[config.mk]
export PLATFORM = sky130hd
export DESIGN_NAME = phy_port_diag_irq_regs
export DESIGN_NICKNAME = d
export VERILOG_FILES = /design/src/design/pdi_pkg.sv /design/src/design/phy_port_diag_irq_regs.sv /design/src/design/pdi_cable_diag.sv
export SDC_FILE = /design/constraint.sdc
export NUM_CORES = 1
export LEC_CHECK = 0
export BUFFER_PORTS_ARGS = -buffer_cell sky130_fd_sc_hd__buf_4
export CAP_MARGIN = 0
export CORE_UTILIZATION = 46
export CTS_CLUSTER_DIAMETER = 40
export DETAILED_ROUTE_END_ITERATION = 7
export PLACE_DENSITY = 0.68
export SLEW_MARGIN = 25
export SYNTH_ARGS = -nofsm -noshare
export SYNTH_HDL_FRONTEND = slang
export SYNTH_HIERARCHICAL = 1
export SYNTH_SLANG_ARGS = --single-unit
[constraint.sdc]
create_clock -name clk -period 2.9 [get_ports clk]
set_input_delay 0.725 -clock clk [delete_from_list [all_inputs] [get_ports clk]]
set_output_delay 0.725 -clock clk [all_outputs]
set_load 0.1 [all_outputs]
[src/design/pdi_pkg.sv]
// Constants and carrier types for the per-port diagnostic, link state and event register bank.
// Assumes one instance per copper port, all on the device core clock.
package pdi_pkg;
   localparam int DATA_W = 16;
   localparam int ADDR_W = 12;
   localparam int EVT_W = 8;

   // Register offsets within one port's space
   localparam logic [ADDR_W-1:0] OFS_CABLE_DIAG = 12'h124;
   localparam logic [ADDR_W-1:0] OFS_LINK_STATE = 12'h126;
   localparam logic [ADDR_W-1:0] OFS_RX_SYMBOL_ERROR = 12'h12A;
   localparam logic [ADDR_W-1:0] OFS_EVENT = 12'h136;
   localparam logic [ADDR_W-1:0] OFS_CROSSOVER = 12'h138;

   // Field positions
   localparam int DIAG_START_BIT = 15;
   localparam int DIAG_RSVD_HI_BIT = 14;
   localparam int DIAG_PAIR_LSB = 12;
   localparam int DIAG_RSVD_LO_LSB = 10;
   localparam int DIAG_RESULT_LSB = 8;
   localparam int LINK_GIG_BIT = 1;
   localparam int LINK_FAST_BIT = 0;
   localparam int EVT_ENABLE_LSB = 8;
   localparam int EVT_JABBER = 7;
   localparam int EVT_RX_ERROR = 6;
   localparam int EVT_PAGE_RX = 5;
   localparam int EVT_PARALLEL_FAULT = 4;
   localparam int EVT_PARTNER_ACK = 3;
   localparam int EVT_LINK_DOWN = 2;
   localparam int EVT_REMOTE_FAULT = 1;
   localparam int EVT_LINK_UP = 0;
   localparam int XOVR_STRAIGHT_BIT = 7;
   localparam int XOVR_OVERRIDE_BIT = 6;

   // Values after reset
   localparam logic [1:0] RST_PAIR = 2'h0;
   localparam logic [1:0] RST_RESULT = 2'h0;
   localparam logic [DATA_W-1:0] RST_COUNT = 16'h0000;
   localparam logic [EVT_W-1:0] RST_EVT = 8'h00;
   localparam logic [DATA_W-1:0] RST_XOVR = 16'h0000;
   localparam logic [2:0] RST_DIAG_RSVD = 3'h0;

   // Diagnostic outcome codes
   localparam logic [1:0] DIAG_NO_FAULT = 2'h0;
   localparam logic [1:0] DIAG_OPEN = 2'h1;
   localparam logic [1:0] DIAG_SHORT = 2'h2;
   localparam logic [1:0] DIAG_RESERVED = 2'h3;

   typedef struct packed {
      logic wr;
      logic rd;
      logic [ADDR_W-1:0] addr;
      logic [DATA_W-1:0] wdata;
   } pdi_reg_req_s;

   // One-cycle event pulses from the transceiver core
   typedef struct packed {
      logic jabber;
      logic rxError;
      logic pageRx;
      logic parallelFault;
      logic partnerAck;
      logic remoteFault;
   } pdi_phy_event_s;

   typedef enum logic {DIAG_IDLE, DIAG_RUN} pdi_diag_e;
endpackage : pdi_pkg

[src/design/phy_port_diag_irq_regs.sv]
// Per-port auxiliary register bank: cable diagnostic, link state, symbol error count, events, crossover.
// Assumes a simple same-clock register port and one-cycle event pulses from the transceiver core.
`timescale 1ns/100ps
module phy_port_diag_irq_regs import pdi_pkg::*; (
   // Clock and reset
   input wire logic clk,
   input wire logic rstn,
   // Register port
   input wire pdi_reg_req_s regReq,
   output logic [DATA_W-1:0] regRdata,
   output logic regRvalid,
   // Transceiver status
   input wire logic gigLinkUp,
   input wire logic fastLinkUp,
   input wire pdi_phy_event_s phyEvents,
   input wire logic rxSymbolErrorFrame,
   // Cable diagnostic engine
   output logic diagStart,
   output logic diagAbort,
   output logic [1:0] diagPair,
   input wire logic diagDone,
   input wire logic [1:0] diagResult,
   // Crossover control
   output logic autoCrossoverEn,
   output logic forcedStraightSelect,
   output logic forcedCrossedSelect,
   // Interrupt request
   output logic irq
);
   typedef struct packed {
      logic [DATA_W-1:0] rdata;
      logic rvalid;
      logic [EVT_W-1:0] evtEnable;
      logic [EVT_W-1:0] evtFlag;
      logic [DATA_W-1:0] symErrCount;
      logic [DATA_W-1:0] xovr;
      logic [1:0] pair;
      logic [2:0] diagRsvd;
      logic [1:0] linkState;
      logic autoXovr;
      logic forceStraight;
      logic forceCrossed;
      logic irq;
   } pdi_state_s;

   pdi_state_s st, next_st;
   logic diagBusy;
   logic [1:0] diagOutcome;
   logic wrDiag;
   logic diagStartReq;
   logic diagStopReq;
   logic [EVT_W-1:0] evtNow;
   logic linkNow;
   logic linkWas;

   function automatic logic hit(input pdi_reg_req_s req, input logic [ADDR_W-1:0] ofs, input logic isWr);
      hit = (isWr ? req.wr : req.rd) && (req.addr == ofs);
   endfunction : hit

   assign wrDiag = hit(regReq, OFS_CABLE_DIAG, 1'b1);
   assign diagStartReq = wrDiag && regReq.wdata[DIAG_START_BIT];
   assign diagStopReq = wrDiag && !regReq.wdata[DIAG_START_BIT];

   pdi_cable_diag u_diag (
      .clk(clk),
      .rstn(rstn),
      .startReq(diagStartReq),
      .stopReq(diagStopReq),
      .pairSel(regReq.wdata[DIAG_PAIR_LSB +: 2]),
      .engineDone(diagDone),
      .engineResult(diagResult),
      .busy(diagBusy),
      .result(diagOutcome),
      .engineStart(diagStart),
      .engineAbort(diagAbort),
      .enginePair(diagPair)
   );

   // Link edges come from the registered state so both flags see the same history
   assign linkNow = gigLinkUp || fastLinkUp;
   assign linkWas = |st.linkState;
   always_comb begin
      evtNow = '0;
      evtNow[EVT_JABBER] = phyEvents.jabber;
      evtNow[EVT_RX_ERROR] = phyEvents.rxError;
      evtNow[EVT_PAGE_RX] = phyEvents.pageRx;
      evtNow[EVT_PARALLEL_FAULT] = phyEvents.parallelFault;
      evtNow[EVT_PARTNER_ACK] = phyEvents.partnerAck;
      evtNow[EVT_LINK_DOWN] = linkWas && !linkNow;
      evtNow[EVT_REMOTE_FAULT] = phyEvents.remoteFault;
      evtNow[EVT_LINK_UP] = !linkWas && linkNow;
   end

   always_comb begin
      next_st = st;
      next_st.rvalid = 1'b0;
      next_st.linkState[LINK_GIG_BIT] = gigLinkUp;
      next_st.linkState[LINK_FAST_BIT] = fastLinkUp;

      // Writes
      if (wrDiag) begin
         next_st.pair = regReq.wdata[DIAG_PAIR_LSB +: 2];
         next_st.diagRsvd = {regReq.wdata[DIAG_RSVD_HI_BIT], regReq.wdata[DIAG_RSVD_LO_LSB +: 2]};
      end else if (hit(regReq, OFS_EVENT, 1'b1)) begin
         next_st.evtEnable = regReq.wdata[EVT_ENABLE_LSB +: EVT_W];
      end else if (hit(regReq, OFS_CROSSOVER, 1'b1)) begin
         next_st.xovr = regReq.wdata;
      end

      // Reads, with clear-on-read side effects
      if (regReq.rd) begin
         next_st.rvalid = 1'b1;
         if (hit(regReq, OFS_CABLE_DIAG, 1'b0)) begin
            next_st.rdata = {diagBusy, st.diagRsvd[2], st.pair, st.diagRsvd[1:0], diagOutcome, 8'h00};
         end else if (hit(regReq, OFS_LINK_STATE, 1'b0)) begin
            next_st.rdata = {14'h0000, st.linkState};
         end else if (hit(regReq, OFS_RX_SYMBOL_ERROR, 1'b0)) begin
            next_st.rdata = st.symErrCount;
            next_st.symErrCount = RST_COUNT;
         end else if (hit(regReq, OFS_EVENT, 1'b0)) begin
            next_st.rdata = {st.evtEnable, st.evtFlag};
            next_st.evtFlag = RST_EVT;
         end else if (hit(regReq, OFS_CROSSOVER, 1'b0)) begin
            next_st.rdata = st.xovr;
         end else begin
            next_st.rdata = '0;
         end
      end

      // A new event or count in the clearing cycle is kept: set wins over clear
      next_st.evtFlag = next_st.evtFlag | evtNow;
      if (rxSymbolErrorFrame && (next_st.symErrCount != 16'hFFFF)) begin
         // Saturates rather than wrapping so a full counter is not mistaken for a quiet line
         next_st.symErrCount = next_st.symErrCount + 16'h0001;
      end

      next_st.autoXovr = !next_st.xovr[XOVR_OVERRIDE_BIT];
      next_st.forceStraight = next_st.xovr[XOVR_OVERRIDE_BIT] && next_st.xovr[XOVR_STRAIGHT_BIT];
      next_st.forceCrossed = next_st.xovr[XOVR_OVERRIDE_BIT] && !next_st.xovr[XOVR_STRAIGHT_BIT];
      next_st.irq = |(next_st.evtFlag & next_st.evtEnable);
   end

   always_ff @(posedge clk or negedge rstn) begin
      if (!rstn) begin
         st <= '{rdata: '0, rvalid: 1'b0, evtEnable: RST_EVT, evtFlag: RST_EVT, symErrCount: RST_COUNT,
                 xovr: RST_XOVR, pair: RST_PAIR, diagRsvd: RST_DIAG_RSVD, linkState: 2'h0,
                 autoXovr: 1'b1, forceStraight: 1'b0, forceCrossed: 1'b0, irq: 1'b0};
      end else begin
         st <= next_st;
      end
   end

   assign regRdata = st.rdata;
   assign regRvalid = st.rvalid;
   assign autoCrossoverEn = st.autoXovr;
   assign forcedStraightSelect = st.forceStraight;
   assign forcedCrossedSelect = st.forceCrossed;
   assign irq = st.irq;
endmodule : phy_port_diag_irq_regs

[src/design/pdi_cable_diag.sv]
// Cable diagnostic sequencer: launches, tracks and aborts one test on the analog engine.
// Assumes the engine answers a start with exactly one done pulse unless it is aborted first.
`timescale 1ns/100ps
module pdi_cable_diag import pdi_pkg::*; (
   // Clock and reset
   input wire logic clk,
   input wire logic rstn,
   // Requests from the register bank
   input wire logic startReq,
   input wire logic stopReq,
   input wire logic [1:0] pairSel,
   // Analog engine answers
   input wire logic engineDone,
   input wire logic [1:0] engineResult,
   // Status and engine controls
   output logic busy,
   output logic [1:0] result,
   output logic engineStart,
   output logic engineAbort,
   output logic [1:0] enginePair
);
   typedef struct packed {
      pdi_diag_e state;
      logic [1:0] result;
      logic start;
      logic abort;
      logic [1:0] pair;
   } pdi_diag_state_s;

   pdi_diag_state_s st, next_st;

   always_comb begin
      next_st = st;
      next_st.start = 1'b0;
      next_st.abort = 1'b0;
      case (st.state)
         DIAG_IDLE: begin
            if (startReq) begin
               next_st.state = DIAG_RUN;
               next_st.start = 1'b1;
               next_st.pair = pairSel;
            end
         end
         DIAG_RUN: begin
            if (stopReq) begin
               // Abort leaves the previous outcome in place
               next_st.state = DIAG_IDLE;
               next_st.abort = 1'b1;
            end else if (engineDone) begin
               next_st.state = DIAG_IDLE;
               // The reserved code is never reported; treat it as no fault
               next_st.result = (engineResult == DIAG_RESERVED) ? DIAG_NO_FAULT : engineResult;
            end
         end
         default: next_st.state = DIAG_IDLE;
      endcase
   end

   always_ff @(posedge clk or negedge rstn) begin
      if (!rstn) begin
         st <= '{state: DIAG_IDLE, result: RST_RESULT, start: 1'b0, abort: 1'b0, pair: RST_PAIR};
      end else begin
         st <= next_st;
      end
   end

   assign busy = (st.state == DIAG_RUN);
   assign result = st.result;
   assign engineStart = st.start;
   assign engineAbort = st.abort;
   assign enginePair = st.pair;
endmodule : pdi_cable_diag

==> summary.md <==
• 4710 um^2 — cell area after placement
• dfrtp_1 — Primary FF master, synth
• 3092 — vias
• 2.28 nW — leakage component of the power
• input pin to flip-flop — category of the most critical setup path
• 48.2% — initial standard-cell utilization of the core
• 340 MHz — peak clock frequency supported by timing
• clkbuf_8 — clk root buf
• or4_4 — library cell contributing the largest single delay on the critical path
• 4950 um^2 — fin area
• 0.946 ns — slew at the pin with the worst max-slew slack
• negative setup slack — violated checks
• 0.09 ns — clock edge transition at the registers on the reported setup and hold paths
• st[28]$_DFF_PN0_ — r2r startpoint
• 358 — Synth Instances
• 5.68 — number of vias per cell
• 2.95 ns — time the final worst path needs with I/O delays and setup
• 0 — number of remaining DRC errors
• 0.36 ns — insertion delay of the later-clocked pin in the worst-skew pair
• 0 — GRT Residual Overflow
• yes — unrepaired setup endpoints after global routing
• 3 — Worst Path Max Fanout
• 9.84 mm — total length of routed wires
• 363 uV — maximum VDD drop
• 52.0% — part of the Yosys area used for sequential elements
• 83 — sinks on the clock net
• 0 — remaining antenna violation count
• 9070 um^2 — DIE AREA
• 69 — number of primary I/O pins
• 3.24 ns — Data arrival, critical path
• 0 — Maximum Capacitance Violations
• 0 — total inserted antenna cells
• 11.2 um^2 — Synth Area per Inst
• 526 nW/um^2 — Power Density
• 95.2 um — die width
• 479 — Layout Nets
• 5 — final setup fails
• 9 — depth of the most critical reg-to-reg path
• 3114 — number of global-route vias before repair
• 2 — clock buffer depth
• 7.27 mm — half-perimeter wire length after placement
• 23.9% — layout overhead on the synthesized area
• yes — clock tree from TritonCTS
• 35.3% — relative slew slack
• 3.19 ns — data required time of the worst path
• -0.0451 ns — Final WS setup
• st[41]$_DFF_PN0_ — end of the worst register-to-register path
• input pin to asynchronous set/reset pin — class of the worst hold path
• 49 — maximum number of pins on one net before global-route repair
• 0.55 ns — maximum cell stage delay along the critical path
• 0 — number of enable flip-flop cells after synthesis
• buf_6 > or4b_4 > or4_4 > and2_4 > ha_4 > and3_4 > nand4_1 > o41ai_4 > buf_4 > or3_1 > a21oi_1 — chain of cells forming the critical path
• 37.1% — proportion of layout cells with a drive suffix above 1
• 51 — post-synth cell types
• flip-flop — crit path capture type
• 0.54 ns — register-to-register setup slack
• 0 — number of max-slew violations in the final report
• 102% — fraction of the cycle the final worst path needs
• 100% — fraction of registers with async set or reset after synthesis
• 15.9 mm — global-route wire length before repair
• 9 — cts bufs inserted
• 200 — DRT iter0 DRCs
• 403 — Net Count, Synth
• 23.7% — global-route total usage across every layer
• 8300 um^2 — core area
• 6 — warning count from the yosys run
• 83 — Synth Register Bits
• finished with violations — run status
• 68 — input/output buffers
• 0 — antenna violations before repair
• 0.00813 ns — worst clock skew on the final layout
• 18.1 um — routed length per placed instance
• 0 — number of failing hold endpoints at the final stage
• 5 — drt pass-1 iters
• 33 — Std-Cell Rows
• 0.308 ns — Hold Worst Slack
• 3 — CTS H-Tree Depth
• input pin — CP Launch Type
• 4000 um^2 — cell area after synthesis
• 95.2 um — Vert. Die Dim
• 0.832 — final RePlAce weighted congestion
kinds of logic after synthesis:
family / count (synthesis) / synth area share, %
flip-flops: 83 / 52.0
adder cells (fa/ha/maj): 1 / 0.313
multiplexers: 34 / 9.55
AND/OR/NAND/NOR: 105 / 16.2
AO/OA/AOI/OAI: 87 / 15.0
buffers and inverters: 42 / 5.70
XOR/XNOR: 6 / 1.31
synth_stat cells (6+ instances only):
cell type / instances / area share (%)
nand2_1: 23 / 2.2
inv_1: 10 / 0.94
dfrtp_1: 82 / 51
mux2_2: 31 / 8.7
a22oi_1: 13 / 2.4
nand3_1: 7 / 0.88
a21o_1: 8 / 1.5
a221o_1: 13 / 3.3
buf_4: 17 / 3.2
or4_1: 6 / 1.1
clkbuf_1: 10 / 0.94
o21ai_0: 20 / 2.5
a21oi_1: 21 / 2.6
nor2_1: 15 / 1.4
and3_1: 6 / 0.94
placed cells by master (no fill, tap or decap), drive strengths merged, types with 7 or more instances in the layout:
master  count
dfrtp      82
a21oi      21
nand2      23
mux2       33
clkbuf     10
a22oi      13
o21ai      20
a21o        8
nand3       7
buf        97
inv        12
a221o      13
nor2       15
critical path, delay by kind of cell:
kind | cells | cell delay (ns)
buffers and inverters | 2 | 0.24
adder cells (fa/ha/maj) | 1 | 0.16
AND/OR/NAND/NOR | 6 | 1.90
AO/OA/AOI/OAI | 2 | 0.22
power breakdown:
part | switching [mW] | internal (mW) | total [mW]
combinational | 0.236 | 0.210 | 0.446
clock | 0.445 | 0.409 | 0.854
sequential | 0.0868 | 1.22 | 1.31
total | 0.768 | 1.84 | 2.61
area by class of cell:
type,instances,area [um^2]
Sequential cell,83,2080
Timing Repair Buffer,97,748
Multi-Input combinational cell,233,1760
Clock buffer,10,128
Clock inverter,6,73.8
Inverter,10,37.5
Tap cell,105,131
Fill cell,698,3350
what timing repair did:
action                                  4_1_cts  5_1_grt
pin swaps                                     5        2
cloned                                        0        0
resized for setup                             3        2
hold buffers                                  0        0
buffers inserted                              2        0
endpoints found under the setup margin        6        9
layer usage:
layer | global-route usage [%] | vias up | share of wire, %
li1 | - | 1463 | -
met2 | 36.9 | 89 | 48
met1 | 33.3 | 1529 | 45
met3 | 6.38 | 11 | 6.4
met5 | 0 | - | 0
met4 | 5.05 | 0 | 1.4
how the worst max path moves through the flow:
stage               slack, ns  depth (start not counted)          endpoint        from
floorplan               -0.42                         11  st[33]$_DFF_PN0_  regReq[27]
global placement        -0.43                         10  st[33]$_DFF_PN0_  regReq[20]
detailed placement      -0.48                         11  st[31]$_DFF_PN0_  regReq[20]
CTS                     -0.02                         11  st[35]$_DFF_PN0_  regReq[27]
global route            -0.09                         11  st[35]$_DFF_PN0_  regReq[27]
finish                  -0.05                         11  st[35]$_DFF_PN0_  regReq[27]
state kept, by name, summed over array words and instances, names as in the netlist:
signal                count
autoCrossoverEn           1
u_diag/enginePair         2
regRdata                 16
irq                       1
u_diag/engineStart        1
forcedStraightSelect      1
regRvalid                 1
u_diag/engineAbort        1
forcedCrossedSelect       1
u_diag/result             2
u_diag/busy               1
st                       55
metrics by stage:
step / power [mW] / setup TNS (ns) / util [%] / setup slack, ns / std cells
global route: 2.73 / -0.428 / 59.7 / -0.0870 / 544
CTS: 2.62 / -0.0369 / 59.5 / -0.0226 / 544
floorplan: 1.56 / -2.40 / - / -0.422 / 358
global placement: 1.74 / -4.35 / 56.8 / -0.428 / 526
finish: 2.61 / -0.126 / 59.7 / -0.0451 / 544
detailed placement: 1.76 / -5.12 / 56.8 / -0.476 / 526
Power figures use the tool's default switching activity.
